[config.mk]
export PLATFORM = sky130hd
export DESIGN_NAME = cmpc_top
export DESIGN_NICKNAME = d
export VERILOG_FILES = /design/src/core/cmpc_pkg.sv /design/src/core/cmpc_top.sv /design/src/core/cmpc_sync.sv
export SDC_FILE = /design/constraint.sdc
export NUM_CORES = 1
export LEC_CHECK = 0
export ABC_CLOCK_PERIOD_IN_PS = 1270
export BUFFER_PORTS_ARGS = -buffer_cell sky130_fd_sc_hd__buf_2
export CORE_MARGIN = 3
export CORE_UTILIZATION = 36
export DETAILED_ROUTE_END_ITERATION = 6
export PLACE_DENSITY_LB_ADDON = 0.25
export SYNTH_ARGS = -nofsm -noshare
export SYNTH_HDL_FRONTEND = slang
export SYNTH_SLANG_ARGS = --single-unit
[constraint.sdc]
create_clock -name clk -period 1.27 [get_ports clk]
set_clock_uncertainty 0.05 [all_clocks]
set_input_delay 0.127 -clock clk [delete_from_list [all_inputs] [get_ports clk]]
set_output_delay 0.127 -clock clk [all_outputs]
set_load 0.02 [all_outputs]
[src/core/cmpc_pkg.sv]
// Package for the comparator control block: offsets, fields, resets.
// Assumes a plain register port with one-cycle read latency.
// Functional notes
// RULE1: Enable set powers comparator, other fields kept.
// RULE2: Enable clear powers down, other fields kept.
// RULE3: Pin enable drives result onto output pin.
// RULE4: Invert bit inverts presented comparator result.
// RULE5: Read-only result bit mirrors comparator output.
// RULE6: Edge select 00 suppresses all events.
// RULE7: Code 01 events on rising edge only.
// RULE8: Code 10 events on falling edge only.
// RULE9: Code 11 events on both edges.
// RULE10: Inversion also feeds the edge detector.
// RULE11: Positive select: reference if 1, pin A if 0.
// RULE12: Negative select: B, C, D, band-gap.
// RULE13: Unused control bits read zero, ignore writes.
// RULE14: Software avoids access right after disabling.
// RULE15: Comparator output synchronised before use.
`default_nettype none
package cmpc_pkg;
    localparam logic [3:0]  CMPC_ADDR_CONTROL = 4'h0;
    localparam logic [3:0]  CMPC_ADDR_STATUS  = 4'h4;
    localparam logic [3:0]  CMPC_ADDR_MASK    = 4'h8;
    localparam int          CMPC_BIT_ENABLE   = 15;
    localparam int          CMPC_BIT_PIN_EN   = 14;
    localparam int          CMPC_BIT_INVERT   = 13;
    localparam int          CMPC_BIT_RESULT   = 8;
    localparam int          CMPC_BIT_EDGE_LO  = 6;
    localparam int          CMPC_BIT_POS_SEL  = 4;
    localparam int          CMPC_BIT_NEG_LO   = 0;
    localparam int          CMPC_BIT_EV_RISE  = 0;
    localparam int          CMPC_BIT_EV_FALL  = 1;
    localparam logic        CMPC_RST_ENABLE   = 1'b0;
    localparam logic        CMPC_RST_PIN_EN   = 1'b0;
    localparam logic        CMPC_RST_INVERT   = 1'b0;
    localparam logic [1:0]  CMPC_RST_EDGE     = 2'h3;
    localparam logic        CMPC_RST_POS_SEL  = 1'b0;
    localparam logic [1:0]  CMPC_RST_NEG_SEL  = 2'h3;
    localparam logic [1:0]  CMPC_RST_EVENTS   = 2'h0;
    localparam logic [1:0]  CMPC_EDGE_NONE    = 2'h0;
    localparam logic [1:0]  CMPC_EDGE_RISE    = 2'h1;
    localparam logic [1:0]  CMPC_EDGE_FALL    = 2'h2;
    localparam logic [1:0]  CMPC_EDGE_BOTH    = 2'h3;
endpackage
`default_nettype wire

[src/core/cmpc_top.sv]
// Control register, result path and edge events for one comparator.
// Assumes an external analog comparator whose output is asynchronous.
`timescale 1ns/1ps
`default_nettype none
module cmpc_top (
    input  wire logic        clk,
    input  wire logic        reset,
    input  wire logic [3:0]  addr,
    input  wire logic [31:0] wdata,
    input  wire logic        wr_en,
    input  wire logic        rd_en,
    output logic      [31:0] rdata,
    input  wire logic        comparator_raw,
    output logic             comparator_on,
    output logic             positive_input_select,
    output logic      [1:0]  negative_input_select,
    output logic             result_output_pin,
    output logic             result_output_oe,
    output logic             irq
);
    logic        enable_reg;
    logic        enable_next;
    logic        pin_en_reg;
    logic        pin_en_next;
    logic        invert_reg;
    logic        invert_next;
    logic [1:0]  edge_reg;
    logic [1:0]  edge_next;
    logic        pos_sel_reg;
    logic        pos_sel_next;
    logic [1:0]  neg_sel_reg;
    logic [1:0]  neg_sel_next;
    logic [1:0]  status_reg;
    logic [1:0]  status_next;
    logic [1:0]  mask_reg;
    logic [1:0]  mask_next;
    logic        prev_reg;
    logic        prev_next;
    logic        pin_reg;
    logic        pin_next;
    logic [31:0] rdata_reg;
    logic [31:0] rdata_next;
    logic        raw_sync;
    logic        result;
    logic        rise_ev;
    logic        fall_ev;
    logic [1:0]  ev_set;
    logic [31:0] control_word;
    logic        hit_control;
    logic        hit_status;
    logic        hit_mask;

    cmpc_sync u_sync (
        .clk      (clk),
        .reset    (reset),
        .async_in (comparator_raw),
        .sync_out (raw_sync)
    ); // RULE15

    // A disabled comparator has no meaningful output, so it reads low.
    assign result  = enable_reg & (raw_sync ^ invert_reg); // RULE4 RULE10
    assign rise_ev = result & ~prev_reg;
    assign fall_ev = ~result & prev_reg;

    always_comb begin
        ev_set = 2'h0;
        case (edge_reg)
            cmpc_pkg::CMPC_EDGE_RISE: begin
                ev_set[cmpc_pkg::CMPC_BIT_EV_RISE] = rise_ev; // RULE7
            end
            cmpc_pkg::CMPC_EDGE_FALL: begin
                ev_set[cmpc_pkg::CMPC_BIT_EV_FALL] = fall_ev; // RULE8
            end
            cmpc_pkg::CMPC_EDGE_BOTH: ev_set = {fall_ev, rise_ev}; // RULE9
            default: ev_set = 2'h0; // RULE6
        endcase
    end

    always_comb begin
        control_word = 32'h0; // RULE13
        control_word[cmpc_pkg::CMPC_BIT_ENABLE] = enable_reg;
        control_word[cmpc_pkg::CMPC_BIT_PIN_EN] = pin_en_reg;
        control_word[cmpc_pkg::CMPC_BIT_INVERT] = invert_reg;
        control_word[cmpc_pkg::CMPC_BIT_RESULT] = result; // RULE5
        control_word[cmpc_pkg::CMPC_BIT_EDGE_LO +: 2] = edge_reg;
        control_word[cmpc_pkg::CMPC_BIT_POS_SEL] = pos_sel_reg;
        control_word[cmpc_pkg::CMPC_BIT_NEG_LO +: 2] = neg_sel_reg;
    end

    // One decode serves both the write side and the read side.
    always_comb begin
        hit_control = 1'b0;
        hit_status  = 1'b0;
        hit_mask    = 1'b0;
        if (addr == cmpc_pkg::CMPC_ADDR_CONTROL) begin
            hit_control = 1'b1;
        end else if (addr == cmpc_pkg::CMPC_ADDR_STATUS) begin
            hit_status = 1'b1;
        end else if (addr == cmpc_pkg::CMPC_ADDR_MASK) begin
            hit_mask = 1'b1;
        end
    end

    always_comb begin
        enable_next  = enable_reg;
        pin_en_next  = pin_en_reg;
        invert_next  = invert_reg;
        edge_next    = edge_reg;
        pos_sel_next = pos_sel_reg;
        neg_sel_next = neg_sel_reg;
        if (wr_en && hit_control) begin
            // Each field loads only its own bits of the word.
            enable_next  = wdata[cmpc_pkg::CMPC_BIT_ENABLE]; // RULE1 RULE2
            pin_en_next  = wdata[cmpc_pkg::CMPC_BIT_PIN_EN]; // RULE3
            invert_next  = wdata[cmpc_pkg::CMPC_BIT_INVERT]; // RULE4
            edge_next    = wdata[cmpc_pkg::CMPC_BIT_EDGE_LO +: 2]; // RULE6
            pos_sel_next = wdata[cmpc_pkg::CMPC_BIT_POS_SEL]; // RULE11
            neg_sel_next = wdata[cmpc_pkg::CMPC_BIT_NEG_LO +: 2]; // RULE12
        end
    end

    always_ff @(posedge clk) begin
        if (reset) begin
            enable_reg  <= cmpc_pkg::CMPC_RST_ENABLE;
            pin_en_reg  <= cmpc_pkg::CMPC_RST_PIN_EN;
            invert_reg  <= cmpc_pkg::CMPC_RST_INVERT;
            edge_reg    <= cmpc_pkg::CMPC_RST_EDGE;
            pos_sel_reg <= cmpc_pkg::CMPC_RST_POS_SEL;
            neg_sel_reg <= cmpc_pkg::CMPC_RST_NEG_SEL;
        end else begin
            enable_reg  <= enable_next;
            pin_en_reg  <= pin_en_next;
            invert_reg  <= invert_next;
            edge_reg    <= edge_next;
            pos_sel_reg <= pos_sel_next;
            neg_sel_reg <= neg_sel_next;
        end
    end

    always_comb begin
        status_next = status_reg;
        mask_next   = mask_reg;
        prev_next   = result;
        if (wr_en && hit_status) begin
            status_next = status_reg & ~wdata[1:0];
        end else if (wr_en && hit_mask) begin
            mask_next = wdata[1:0];
        end
        // Set wins over a same-cycle write-one clear, so no edge is lost.
        status_next = status_next | ev_set;
    end

    always_ff @(posedge clk) begin
        if (reset) begin
            status_reg <= cmpc_pkg::CMPC_RST_EVENTS;
            mask_reg   <= cmpc_pkg::CMPC_RST_EVENTS;
            prev_reg   <= 1'b0;
        end else begin
            status_reg <= status_next;
            mask_reg   <= mask_next;
            prev_reg   <= prev_next;
        end
    end

    // Registering the pin keeps decode and sync glitches off the pad.
    always_comb begin
        pin_next = result;
    end

    always_ff @(posedge clk) begin
        if (reset) begin
            pin_reg <= 1'b0;
        end else begin
            pin_reg <= pin_next;
        end
    end

    // Read data stand for one cycle only; unmapped reads return zero.
    always_comb begin
        rdata_next = 32'h0; // RULE13
        if (rd_en) begin
            if (hit_control) begin
                rdata_next = control_word;
            end else if (hit_status) begin
                rdata_next = {30'h0, status_reg};
            end else if (hit_mask) begin
                rdata_next = {30'h0, mask_reg};
            end
        end
    end

    always_ff @(posedge clk) begin
        if (reset) begin
            rdata_reg <= 32'h0;
        end else begin
            rdata_reg <= rdata_next;
        end
    end

    assign rdata                 = rdata_reg;
    assign comparator_on         = enable_reg; // RULE1 RULE2
    assign positive_input_select = pos_sel_reg; // RULE11
    assign negative_input_select = neg_sel_reg; // RULE12
    assign result_output_oe      = pin_en_reg; // RULE3
    assign result_output_pin     = pin_en_reg & pin_reg; // RULE3
    assign irq                   = |(status_reg & mask_reg);

    a_rise_event: assert property (@(posedge clk) disable iff (reset) // RULE7
        (edge_reg == cmpc_pkg::CMPC_EDGE_RISE && rise_ev && !wr_en)
        |=> status_reg[cmpc_pkg::CMPC_BIT_EV_RISE])
        else $error("rising edge not recorded");
    a_fall_event: assert property (@(posedge clk) disable iff (reset) // RULE8
        (edge_reg == cmpc_pkg::CMPC_EDGE_FALL && fall_ev && !wr_en)
        |=> status_reg[cmpc_pkg::CMPC_BIT_EV_FALL])
        else $error("falling edge not recorded");
    a_both_event: assert property (@(posedge clk) disable iff (reset) // RULE9
        (edge_reg == cmpc_pkg::CMPC_EDGE_BOTH && (rise_ev || fall_ev))
        |=> (status_reg != 2'h0))
        else $error("edge not recorded in both mode");
    a_none_quiet: assert property (@(posedge clk) disable iff (reset) // RULE6
        (edge_reg == cmpc_pkg::CMPC_EDGE_NONE && status_reg == 2'h0)
        |=> (status_reg == 2'h0))
        else $error("event raised while disabled");
    a_result_read: assert property (@(posedge clk) disable iff (reset) // RULE5
        (rd_en && addr == cmpc_pkg::CMPC_ADDR_CONTROL)
        |=> rdata[cmpc_pkg::CMPC_BIT_RESULT] == $past(result))
        else $error("result bit mismatch");
    a_invert_path: assert property (@(posedge clk) disable iff (reset) // RULE4
        enable_reg |-> (result == ($past(comparator_raw, 2) ^ invert_reg)))
        else $error("inversion not applied");
    a_sync_delay: assert property (@(posedge clk) disable iff (reset) // RULE15
        ##2 (raw_sync == $past(comparator_raw, 2)))
        else $error("synchroniser latency wrong");
    a_upper_zero: assert property (@(posedge clk) disable iff (reset) // RULE13
        rd_en |=> (rdata[31:16] == 16'h0 && rdata[12:9] == 4'h0
                   && rdata[5] == 1'b0 && rdata[3:2] == 2'h0))
        else $error("unused bits not zero");
    a_pin_gate: assert property (@(posedge clk) disable iff (reset) // RULE3
        !pin_en_reg |-> !result_output_pin)
        else $error("pin driven while disabled");
    a_enable_keep: assert property (@(posedge clk) disable iff (reset) // RULE1
        (wr_en && addr == cmpc_pkg::CMPC_ADDR_CONTROL)
        |=> (enable_reg == $past(wdata[cmpc_pkg::CMPC_BIT_ENABLE])
             && neg_sel_reg == $past(wdata[1:0])))
        else $error("control write wrong");

    // Mode exclusivity: a selected edge must never record the other one.
    a_rise_only: assert property (@(posedge clk) disable iff (reset) // RULE7
        (edge_reg == cmpc_pkg::CMPC_EDGE_RISE && !wr_en)
        |=> (status_reg[cmpc_pkg::CMPC_BIT_EV_FALL]
             == $past(status_reg[cmpc_pkg::CMPC_BIT_EV_FALL])))
        else $error("falling edge recorded in rising mode");
    a_fall_only: assert property (@(posedge clk) disable iff (reset) // RULE8
        (edge_reg == cmpc_pkg::CMPC_EDGE_FALL && !wr_en)
        |=> (status_reg[cmpc_pkg::CMPC_BIT_EV_RISE]
             == $past(status_reg[cmpc_pkg::CMPC_BIT_EV_RISE])))
        else $error("rising edge recorded in falling mode");
    a_none_hold: assert property (@(posedge clk) disable iff (reset) // RULE6
        (edge_reg == cmpc_pkg::CMPC_EDGE_NONE && !wr_en)
        |=> (status_reg == $past(status_reg)))
        else $error("status changed with events off");
    a_ctl_stable: assert property (@(posedge clk) disable iff (reset) // RULE1
        !(wr_en && hit_control)
        |=> (control_word[15:13] == $past(control_word[15:13])
             && control_word[7:0] == $past(control_word[7:0])))
        else $error("control field changed without a write");
    a_pos_write: assert property (@(posedge clk) disable iff (reset) // RULE11
        (wr_en && hit_control) |=> (positive_input_select
             == $past(wdata[cmpc_pkg::CMPC_BIT_POS_SEL])))
        else $error("positive input select not loaded");
    a_pin_follow: assert property (@(posedge clk) disable iff (reset) // RULE3
        pin_en_reg |-> (result_output_pin == $past(result)))
        else $error("pin does not carry the result");
    a_unmapped: assert property (@(posedge clk) disable iff (reset) // RULE13
        (rd_en && !hit_control && !hit_status && !hit_mask)
        |=> (rdata == 32'h0))
        else $error("unmapped read not zero");
    a_set_wins: assert property (@(posedge clk) disable iff (reset) // RULE6
        (ev_set != 2'h0)
        |=> ((status_reg & $past(ev_set)) == $past(ev_set)))
        else $error("edge event lost");
    a_inv_edge: assert property (@(posedge clk) disable iff (reset) // RULE10
        (invert_reg && $past(invert_reg) && enable_reg && $past(enable_reg)
         && $rose(raw_sync)) |-> fall_ev)
        else $error("inverted rise not seen as fall");
    a_plain_edge: assert property (@(posedge clk) disable iff (reset) // RULE15
        (!invert_reg && !$past(invert_reg) && enable_reg && $past(enable_reg)
         && $rose(raw_sync)) |-> rise_ev)
        else $error("synchronised rise not detected");

    // Cover points for the main scenarios of the bench.
    c_rise: cover property (@(posedge clk) disable iff (reset)
        edge_reg == cmpc_pkg::CMPC_EDGE_RISE && rise_ev);
    c_irq: cover property (@(posedge clk) disable iff (reset) irq);
    c_inverted_fall: cover property (@(posedge clk) disable iff (reset)
        invert_reg && fall_ev);
    c_fall: cover property (@(posedge clk) disable iff (reset)
        edge_reg == cmpc_pkg::CMPC_EDGE_FALL && fall_ev);
    c_both: cover property (@(posedge clk) disable iff (reset)
        edge_reg == cmpc_pkg::CMPC_EDGE_BOTH && (rise_ev || fall_ev));
endmodule // cmpc_top
`default_nettype wire

[src/core/cmpc_sync.sv]
// Two-stage synchroniser for one asynchronous level.
// Assumes the level may change at any time relative to clk.
`timescale 1ns/1ps
`default_nettype none
module cmpc_sync (
    input  wire logic clk,
    input  wire logic reset,
    input  wire logic async_in,
    output logic      sync_out
);
    logic stage1_reg;
    logic stage2_reg;
    logic stage1_next;
    logic stage2_next;

    always_comb begin
        stage1_next = async_in;
        stage2_next = stage1_reg;
    end

    always_ff @(posedge clk) begin
        if (reset) begin
            stage1_reg <= 1'b0;
            stage2_reg <= 1'b0;
        end else begin
            stage1_reg <= stage1_next;
            stage2_reg <= stage2_next;
        end
    end

    assign sync_out = stage2_reg;
endmodule // cmpc_sync
`default_nettype wire

Yosys cells after proc, flatten, opt, wreduce, memory -nomap -nowiden
Cells that the tools add are included.

Bits in latches: 0. Input bits: 41. RAM bits: 0. Output and inout port bits: 39. Register bits: 47. Memory bits (read-only): 0. Memories kept: 0.

Reduce and logical (&&, ||, !) cells: 10. Equal/unequal tests: 5. Bitwise logic cells: 13. Multiplexer cells: 12. Div/mod/pow operators: 0. Order comparisons: 0. Multipliers: 0. $add $sub $neg: 0. Shift operators: 0.

Operators with widths (count): 16-bit two-way mux (1); 1-bit two-way mux (8); 2-bit OR reduction (4); 2-bit two-way mux (3); 1-bit bitwise AND (4); 2-bit bitwise AND (2); 2-bit equality test (second input constant) (2); 4-bit by 3-bit equality test with 1-bit output (second input constant) (1); 4-bit equality test (second input constant) (1); 4-bit logical NOT (1); 1-bit NOT (4); 4-bit OR reduction (1); 1-bit logical AND (3); 2-bit by 1-bit equality test with 1-bit output (second input constant) (1); 2-bit NOT (1); 2-bit bitwise OR (1); 2-bit AND reduction (1); 1-bit bitwise XOR (1).

Logic depth before layout (Yosys ltp)
Gate-level depths: netlist of the first run.

Word-level depth: 7. Depth in mapped cells: 4. Gate-level depth less buffers: 3.

Cells and area by module
From an unflattened synthesis of the first run, not the netlist that was laid out.

Cell total of the unflattened synthesis: 120. Area total of the unflattened synthesis: 1128.6 um^2.

By module, submodules not included: cmpc_top (area each 1076.0 um^2, cells each 116, times used 1, sequential area each 440.4 um^2); cmpc_sync (area each 52.6 um^2, cells each 4, times used 1, sequential area each 40.0 um^2).

Worst setup path after synthesis of the first run
No wires, ideal clock.

Path kind: input to register. From: input addr[2]. To: register rdata_reg[0], in the netlist rdata[0]. Data arrival time: 1107 ps. Path slack: -2 ps. Required time: 1105 ps. Path buffers: 1. Stages: 3. Cell sequence: buf_4 > or4_2 > o21a_1.

Cells in the longest elaborated chain, start to end: 7.

Ends and longest elaborated chain: from (decl) (line cmpc_top.sv:8) `input wire logic [3:0] addr,`; 4-bit equality test (line cmpc_top.sv:99) `end else if (addr == cmpc_pkg::CMPC_ADDR_MASK) begin`; 1-bit two-way mux (line cmpc_top.sv:99); 1-bit two-way mux (line cmpc_top.sv:97) `end else if (addr == cmpc_pkg::CMPC_ADDR_STATUS) begin`; 1-bit two-way mux (line cmpc_top.sv:95) `if (addr == cmpc_pkg::CMPC_ADDR_CONTROL) begin`; 2-bit two-way mux (line cmpc_top.sv:186) `end else if (hit_mask) begin`; 2-bit two-way mux (line cmpc_top.sv:184) `end else if (hit_status) begin`; 16-bit two-way mux * (line cmpc_top.sv:182) `if (hit_control) begin`; to (signal assigned) (line cmpc_top.sv:196) `rdata_reg <= rdata_next;`; to (decl) (line cmpc_top.sv:41) `logic [31:0] rdata_reg;`.

Every way passes the cells marked *; elsewhere a longest branch is shown, timed or not. A chain may end at the register's enable or synchronous reset.

Worst setup path after layout of the first run
From: register status_reg[0]. To: output irq.

Cells in the longest elaborated chain, start to end: 2.

Ends and longest elaborated chain: from (decl) (line cmpc_top.sv:33) `logic [1:0] status_reg;`; from (signal assigned) (line cmpc_top.sv:155) `status_reg <= cmpc_pkg::CMPC_RST_EVENTS;`; from (signal assigned) (line cmpc_top.sv:159) `status_reg <= status_next;`; 2-bit bitwise AND (line cmpc_top.sv:206) `assign irq = |(status_reg & mask_reg);`; 2-bit OR reduction (line cmpc_top.sv:206); to (decl) (line cmpc_top.sv:19) `output logic irq`.

No other way between the ends.

==> results of run 1 <==
==> cells by family after synthesis <==
logic type	count (synthesis)	synth area share, %
AND/OR/NAND/NOR	44	25.1
buffers and inverters	28	17.0
flip-flops	24	41.7
AO/OA/AOI/OAI	10	6.41
multiplexers	10	8.70
XOR/XNOR	1	0.761
other	1	0.326
==> critical path, delay by kind of cell, from the launching register on <==
family                 cells  cell delay, ps
DFF                        1             350
AOI/OAI and AO/OA          1             230
buffers and inverters      1             160
==> cells in the final DEF, fill, tap and decap left out <==
| cell type | n |
|---|---|
| nand2_1 | 2 |
| dfxtp_1 | 23 |
| xor2_1 | 1 |
| clkbuf_4 | 3 |
| or4_4 | 1 |
| nand4b_1 | 1 |
| buf_4 | 6 |
| and3_1 | 1 |
| o21ai_0 | 1 |
| conb_1 | 23 |
| a22o_1 | 1 |
| dfxtp_2 | 1 |
| nor2b_1 | 2 |
| o21ba_2 | 1 |
| a21oi_1 | 2 |
| buf_2 | 32 |
| nand3b_1 | 2 |
| nand2b_1 | 14 |
| or4b_4 | 1 |
| a221oi_1 | 2 |
| dlygate4sd3_1 | 1 |
| nor3_4 | 2 |
| inv_1 | 2 |
| nor3b_1 | 1 |
| or3b_4 | 1 |
| o21a_1 | 3 |
| mux2i_1 | 10 |
| and2_1 | 7 |
| nor2_1 | 9 |
==> per-layer routing <==
metal / share of wire, % / wire length (µm) / GRT usage (%) / vias to the layer above
met1: 44 / 877 / 12.6 / 376
met5: 0 / 0 / 0 / -
met2: 49 / 991 / 18.6 / 26
li1: - / - / - / 420
met3: 6.0 / 121 / 2.52 / 2
met4: 1.3 / 27 / 6.89 / 0
==> final cells by class <==
| cell class | count | share of cell area (%) |
|---|---|---|
| multi-input combinational | 88 | 41.8 |
| sequential | 24 | 35.9 |
| timing repair buffer | 39 | 16.1 |
| tap | 42 | 3.92 |
| clock buffer | 3 | 1.68 |
| inverter | 2 | 0.560 |
==> power by group through the flow <==
stage,clock network (mW),logic [mW],registers [mW]
after floorplan,0,0.164,0.786
after global placement,0,0.163,0.783
after detailed placement,0,0.164,0.783
after CTS,0.343,0.167,0.766
after global routing,0.369,0.183,0.768
final,0.326,0.168,0.766
==> metrics by stage <==
stage               power (mW)  instance area (µm²)  setup TNS, ps  hold slack [ps]  utilization, %
floorplan                0.951                 1240              0              205               -
global placement         0.945                 1310           -574              293            45.0
detailed placement       0.947                 1310          -1030              295            45.0
CTS                       1.28                 1340              0             10.5            46.2
global route              1.32                 1340              0             5.94            46.2
finish                    1.26                 1340              0             19.5            46.2
==> final timing paths <==
check	start	end	slack, ps	cells past startpoint
hold reg to reg	u_sync.stage1_reg	u_sync.sync_out	410	1
hold / removal	wdata[15]	comparator_on	20	3
setup reg to reg	invert_reg	status_reg[1]	160	3
setup / recovery	status_reg[0]	irq	50	2
==> cell usage after synthesis (all sizes together) <==
library cell and number:
buf 24, nand4b 1, inv 2, nor2 9
or4 1, nor2b 2, a22o 1, mux2i 10
and3 1, nor3b 1, a21oi 2, nand2b 14
nor3 2, xor2 1, nand2 2, clkbuf 2
o21ba 1, conb 1, or4b 1, dfxtp 24
o21a 3, a221oi 2, o21ai 1, or3b 1
and2 7, nand3b 2
==> what timing repair did <==
action / 4_1_cts / 5_1_grt
hold buffers: 1 / 0
endpoints found under the hold margin: 1 / 0
resized for setup: 0 / 1
endpoints found under the setup margin: 0 / 1
==> run summary, run 1 <==
outcome: completed
number of distinct library cells after synthesis: 26
Post-Layout Cell Count: 198
area grow syn2layout: 16.4%
pre-CTS WS: -105 ps
drt drc: 0
Die Ht: 62.5 µm
CP required: 1090 ps
layout cells sized above 1: 30.8%
gate count of the mapped netlist: 118
synth top area cells: dfxtp_1, buf_4, mux2i_1
P per Cell Area: 941 nW/µm²
Root Buffer: clkbuf_4
Worst VDD drop: 0.367 mV
Switching Fraction: 26.4%
gr usage total: 11.1%
final layout net count: 199
Detailed Route Iter0 Violations: 28
clock sinks: 24
grt ovf: 0
Clock Pin Slew Worst Setup and Hold Paths: 130 ps
Synth Register Bits: 24
DRT Pass-1 Iters: 4
die area: 3910 µm²
std cell rows: 19
Clk Latency, worst-skew pair: 310 ps
register area: 482 µm²
first-pass GRT wire length: 3570 µm
largest net degree at the start of global routing: 26
share of total power in combinational logic: 13.3%
CP peak stage delay: 350 ps
Synth top area share: 41.7%
kind of critical path: reg -> out
max-slew violations: 0
Post CTS Setup Buffer Count: 0
Tightest Hold Check Type: in -> reg
syn avg cell area: 9.76 µm²
Starting Density: 39.7%
CTS Buf Count: 3
Vias: 824
CTS tree: yes
Switch Pwr: 0.333 mW
post-DP HPWL: 1590 µm
number of global-route vias before repair: 798
cell-internal power: 0.927 mW
Top-Level Pins: 80
IO buf count: 32
post-DR vias/cell: 4.16
Multi-input gate area: 561 µm²
CP Launch Type: flop
maximum fanout along the worst path: 3
MaxCap Viol Count: 0
Yosys warning total: 0
max FFs per register: 9
Longest Clk Path Bufs: 2
clock power share: 25.9%
H-tree levels: 1
Fillers: 311
Crit path arrival time: 1040 ps
Ant. Diodes: 0
routed length per instance: 10.2 µm
DP Cell Count: 194
initial antenna violation count: 0
critical path's slowest cell: dfxtp_2
cell taking the most area after synthesis: dfxtp_1
RSZ-0062 raised after global routing: no
Total Wirelength: 2020 µm
Pleak: 0.604 nW
CP Cell Sequence: a22o_1, buf_2
fmax: 0.820 GHz
RD Place Congestion: 0.804
final hold vios: 0
Flop pwr share: 60.8%
Worst Setup End Kind: output port
core area: 2900 µm²
Tcrit/Tclk final: 96.0%
Post-DRT Antenna Nets: 0
die width: 62.5 µm
Seq/Total Area, Yosys: 41.7%
Finish-stage setup viols: 0
final setup margin: 50.4 ps
Final min period: 1220 ps
mapped cell area: 1150 µm²
Note: power is estimated with default switching activity, not from simulation.
==> run 2: changes to the inputs <==
- CELL_PAD_IN_SITES_DETAIL_PLACEMENT: default -> 1
- CELL_PAD_IN_SITES_GLOBAL_PLACEMENT: default -> 2
- CORE_UTILIZATION: 36 -> 19
==> run 2 against run 1 <==
  * Critical path type unchanged
  * Design area rose by 7.1%
  * First-iteration DRC count is 64% lower
  * Non-clock buffer count did not move
  * Hold slack better by 8.9 ps
  * Sequential power about the same
  * Combinational power rose by 5%
  * Clock power increased by 110%
==> run summary, run 2 (synthesis gave the netlist of run 1 again) <==
Tightest Hold Check Type: in -> reg
MaxCap Viol Count: 0 (unchanged)
DRT Pass-1 Iters: 4 (unchanged)
drt drc: 0 (unchanged)
post-DP HPWL: 2180 µm (+37%)
Tcrit/Tclk final: 93.3% (-2.7 points)
max FFs per register: 9 (unchanged)
Top-Level Pins: 80 (unchanged)
core area: 5680 µm² (+96%)
Final min period: 1190 ps (-34.5 ps)
CTS Buf Count: 3 (unchanged)
kind of critical path: reg -> out
outcome: completed
Post-DRT Antenna Nets: 0 (unchanged)
max-slew violations: 0 (unchanged)
H-tree levels: 1 (unchanged)
Final Cell Area: 1440 µm² (+7.1%)
Clock Pin Slew Worst Setup and Hold Paths: 90 ps (-40 ps)
Vias: 841 (+2.1%)
clock sinks: 24 (unchanged)
RD Place Congestion: 0.668 (-17%)
post-cts sizing count: 0 (unchanged)
fmax: 0.844 GHz (+2.9%)
Multi-input gate area: 561 µm² (unchanged)
Longest Clk Path Bufs: 2 (unchanged)
CTS tree: yes
Ant. Diodes: 0 (unchanged)
Die Ht: 83.8 µm (+34%)
maximum fanout along the worst path: 3 (unchanged)
post-DR vias/cell: 3.67 (-12%)
CP Launch Type: flop
initial antenna violation count: 0 (unchanged)
number of global-route vias before repair: 896 (+12%)
IO buf count: 32 (unchanged)
RSZ-0062 raised after global routing: no
first-pass GRT wire length: 4420 µm (+24%)
register area: 480 µm² (-0.26%)
layout cells sized above 1: 31.2% (+0.44 points)
die area: 7030 µm² (+80%)
final hold vios: 0 (unchanged)
flop2flop setup slack: 160 ps (about the same)
final design utilization: 25.3% (-21 points)
Crit path arrival time: 1010 ps (-30 ps)
Finish-stage setup viols: 0 (unchanged)
std cell rows: 27 (+8)
P per Cell Area: 1130 nW/µm² (+20%)
Fillers: 682 (+120%)
Total Wirelength: 2720 µm (+35%)
leading cell type in the layout, fill and taps excluded: buf_2
routed length per instance: 11.9 µm (+16%)
CP required: 1090 ps (about the same)
Root Buffer: clkbuf_8
gr usage total: 7.78% (-3.3 points)
die width: 83.8 µm (+34%)
Pleak: 0.628 nW (+4.0%)
most frequent cells in the layout: buf_2, dfxtp_1, conb_1
largest net degree at the start of global routing: 26 (unchanged)
grt ovf: 0 (unchanged)
Worst VDD drop: 0.353 mV (-3.8%)
area grow syn2layout: 24.7%
Detailed Route Iter0 Violations: 10 (-64%)
final layout net count: 199 (unchanged)
Clk Latency, worst-skew pair: 270 ps (-40 ps)
hold slack: 28.4 ps (+8.89 ps)
Worst Setup End Kind: output port
Starting Density: 20.3% (-19 points)
Area after DPL: 1360 µm² (+4.4%)
Post CTS Setup Buffer Count: 0 (unchanged)
# hold bufs at CTS: 0 (-1)
-- run 2: changes by cell type in the layout (fill, tap and decap cells not counted) --
cell,change
buf_12,+1
dfxtp_1,+1
bufinv_16,+1
dfxtp_2,-1
clkbuf_4,-3
clkbuf_8,+3
dlygate4sd3_1,-1
-- run 2: worst paths after layout --
kind / cells past startpoint / startpoint / endpoint
worst min-delay path: 2 / comparator_raw / u_sync.stage1_reg
worst max register to register: 3 / invert_reg / status_reg[1]
worst min register to register: 1 / u_sync.stage1_reg / u_sync.sync_out
worst max-delay path: 2 / status_reg[0] / irq
-- run 2: critical path, cell delays in order, from the launching register on --
cell and delay [ps]:
dfxtp_1 330, a22o_1 240, buf_2 160
-- run 2: layer usage --
metal	global-route usage, %	routed length (µm)	up-vias
met5	0	0	-
met1	9.39	1220	389
met3	2.07	159	2
li1	-	-	419
met4	2.63	14	0
met2	13.3	1320	31
-- run 2: where the power goes --
group	internal (mW)	switching [mW]
sequential	0.760	0.00481
clock	0.421	0.251
combinational	0.0579	0.119
total	1.24	0.375
-- run 2: layout make-up --
type | instances | share of cell area, %
tap | 72 | 6.28
sequential | 24 | 33.5
clock inverter | 1 | 2.09
multi-input combinational | 88 | 39.1
timing repair buffer | 39 | 15.7
inverter | 2 | 0.523
clock buffer | 3 | 2.88
-- run 2: stage by stage --
step           worst slack [ps]  std cells  total power, mW  TNS (ps)
6_report                   84.9        229             1.62         0
5_1_grt                    22.8        229             1.70         0
4_1_cts                    72.6        229             1.64         0
3_5_place_dp               -124        225            0.961     -1320
3_3_place_gp               -129        225            0.959      -924
2_1_floorplan              56.2        140            0.951         0
==> run 3: changes to the inputs <==
- CORE_ASPECT_RATIO: default -> 1.4
- HOLD_SLACK_MARGIN: default -> 0.12
==> run 3 against run 2 <==
  * Core utilization rose by 0.97 points
  * Non-clock buffer count rose by 11
  * Register-to-register slack improved by 60 ps
  * Combinational power rose by 12%
  * Clock power fell by 34%
  * Sequential share of layout area fell by 1.3 points
  * Design area rose by 4.0%
  * Largest cell class unchanged
  * Via count rose by 6.3%
  * Count of clock-buffer cells in the layout did not move
  * Cell count rose by 2.6%
  * Routed wire length rose by 2.3%
  * Hold slack improved by 130 ps
==> run summary, run 3 (synthesis gave the netlist of run 1 again) <==
outcome: completed
Detailed Route Iter0 Violations: 26 (+16)
CP required: 1090 ps (about the same)
initial antenna violation count: 0 (unchanged)
CP Launch Type: flop
Worst Setup End Kind: output port
maximum fanout along the worst path: 3 (unchanged)
P per Cell Area: 942 nW/µm² (-16%)
CTS Buf Count: 3 (unchanged)
Hold Path Sink: rdata[0]
Clk Latency, worst-skew pair: 260 ps (about the same)
Post CTS Setup Buffer Count: 0 (unchanged)
die area: 7040 µm² (+0.19%)
Clock Pin Slew Worst Setup and Hold Paths: 80 ps (about the same)
pre-CTS WS: -118 ps (+6.46 ps)
Post-DRT Antenna Nets: 0 (unchanged)
Tightest Hold Check Type: in -> reg
post-DP HPWL: 2200 µm (+1.0%)
RSZ-0062 raised after global routing: no
Top-Level Pins: 80 (unchanged)
gr usage total: 8.16% (+0.38 points)
max-slew violations: 0 (unchanged)
area grow syn2layout: 29.7%
number of global-route vias before repair: 937 (+4.6%)
final setup margin: 111 ps (+25.8 ps)
critical hold path startpoint: addr[3]
drt drc: 0 (unchanged)
Longest Clk Path Bufs: 2 (unchanged)
layout cells sized above 1: 29.9% (-1.3 points)
Root Buffer: clkbuf_8
Worst VDD drop: 0.322 mV (-9.0%)
grt ovf: 0 (unchanged)
Pleak: 0.659 nW (+5.0%)
MaxCap Viol Count: 0 (unchanged)
CTS tree: yes
Reg-to-Reg End: status_reg[1]
Hold Crit Depth: 3 (+1)
final layout net count: 210 (+5.5%)
Starting Density: 20.2% (-0.036 points)
RD Place Congestion: 0.815 (+22%)
Fillers: 685 (+0.44%)
Vias: 894 (+6.3%)
Finish-stage setup viols: 0 (unchanged)
fmax: 0.863 GHz (+2.2%)
first-pass GRT wire length: 4430 µm (+0.16%)
leading cell type in the layout, fill and taps excluded: buf_2
largest net degree at the start of global routing: 26 (unchanged)
Die Ht: 98.1 µm (+17%)
Crit path arrival time: 980 ps (-30 ps)
max FFs per register: 9 (unchanged)
R2R Path Start: invert_reg
H-tree levels: 1 (unchanged)
clock sinks: 24 (unchanged)
DRT Pass-1 Iters: 4 (unchanged)
Total Wirelength: 2780 µm (+2.3%)
std cell rows: 32 (+19%)
Fin Setup TNS: 0 ps (unchanged)
Final min period: 1160 ps (-25.8 ps)
flop2flop setup slack: 220 ps (+60 ps)
final hold vios: 0 (unchanged)
routed length per instance: 11.8 µm (-0.29%)
kind of critical path: reg -> out
IO buf count: 32 (unchanged)
Post-Layout Cell Count: 235 (+2.6%)
Tcrit/Tclk final: 91.3% (-2.0 points)
core area: 5690 µm² (+0.18%)
reg2reg path depth: 3 (unchanged)
die width: 71.8 µm (-14%)
Ant. Diodes: 0 (unchanged)
post-DR vias/cell: 3.80 (+3.6%)
most frequent cells in the layout: buf_2, dfxtp_1, conb_1
total power: 1.41 mW (-13%)
DP Cell Count: 223 (-0.89%)
==> run 3: cell types whose count changed in the layout (fill, tap and decap cells not counted) <==
cell	change
dlygate4sd3_1	+9
buf_4	+3
buf_12	-1
bufinv_16	-1
==> run 3: layout make-up <==
| class | count | area [µm²] | area share [%] |
|---|---|---|---|
| Inverter | 2 | 7.51 | 0.503 |
| Tap cell | 68 | 85.1 | 5.70 |
| Sequential cell | 24 | 480 | 32.2 |
| Timing Repair Buffer | 50 | 318 | 21.3 |
| Clock buffer | 3 | 41.3 | 2.77 |
| Multi-Input combinational cell | 88 | 561 | 37.6 |
==> run 3: worst max-delay path by stage <==
stage / cells after the start / endpoint / start / slack (ps)
2_1_floorplan: 3 / comparator_on / addr[1] / 60
3_3_place_gp: 4 / rdata[1] / reset / -120
3_5_place_dp: 4 / rdata[0] / reset / -120
4_1_cts: 2 / irq / status_reg[0] / 100
5_1_grt: 2 / irq / mask_reg[0] / 50
6_report: 2 / irq / status_reg[0] / 110
==> run 3: stage by stage <==
stage | util, % | area (µm²) | hold WS (ps)
4_1_cts | 26.3 | 1490 | 154
5_1_grt | 26.3 | 1490 | 160
6_report | 26.3 | 1490 | 155
3_5_place_dp | 23.9 | 1360 | 300
2_1_floorplan | - | 1240 | 205
3_3_place_gp | 23.9 | 1360 | 294
==> run 3: what timing repair did <==
| action | in CTS | in global routing |
|---|---|---|
| resized for setup | 0 | 0 |
| hold endpoints to repair | 9 | 0 |
| hold buffers | 9 | 0 |
==> run 3: power by group <==
group | switching (mW) | internal, mW | total (mW)
combinational | 0.121 | 0.0769 | 0.198
sequential | 0.00468 | 0.760 | 0.765
clock | 0.231 | 0.212 | 0.444
total | 0.358 | 1.05 | 1.41
==> run 3: layer usage <==
layer	vias to the layer above	global-route usage, %	routed length [µm]
li1	439	-	-
met3	5	1.96	218
met4	0	3.91	54
met1	406	8.79	1090
met5	-	0	0
met2	44	14.6	1420
==> run 3: worst max-delay path, stage by stage (launching register included) <==
cell and delay (ps):
dfxtp_1 330, a22o_1 230, buf_2 160
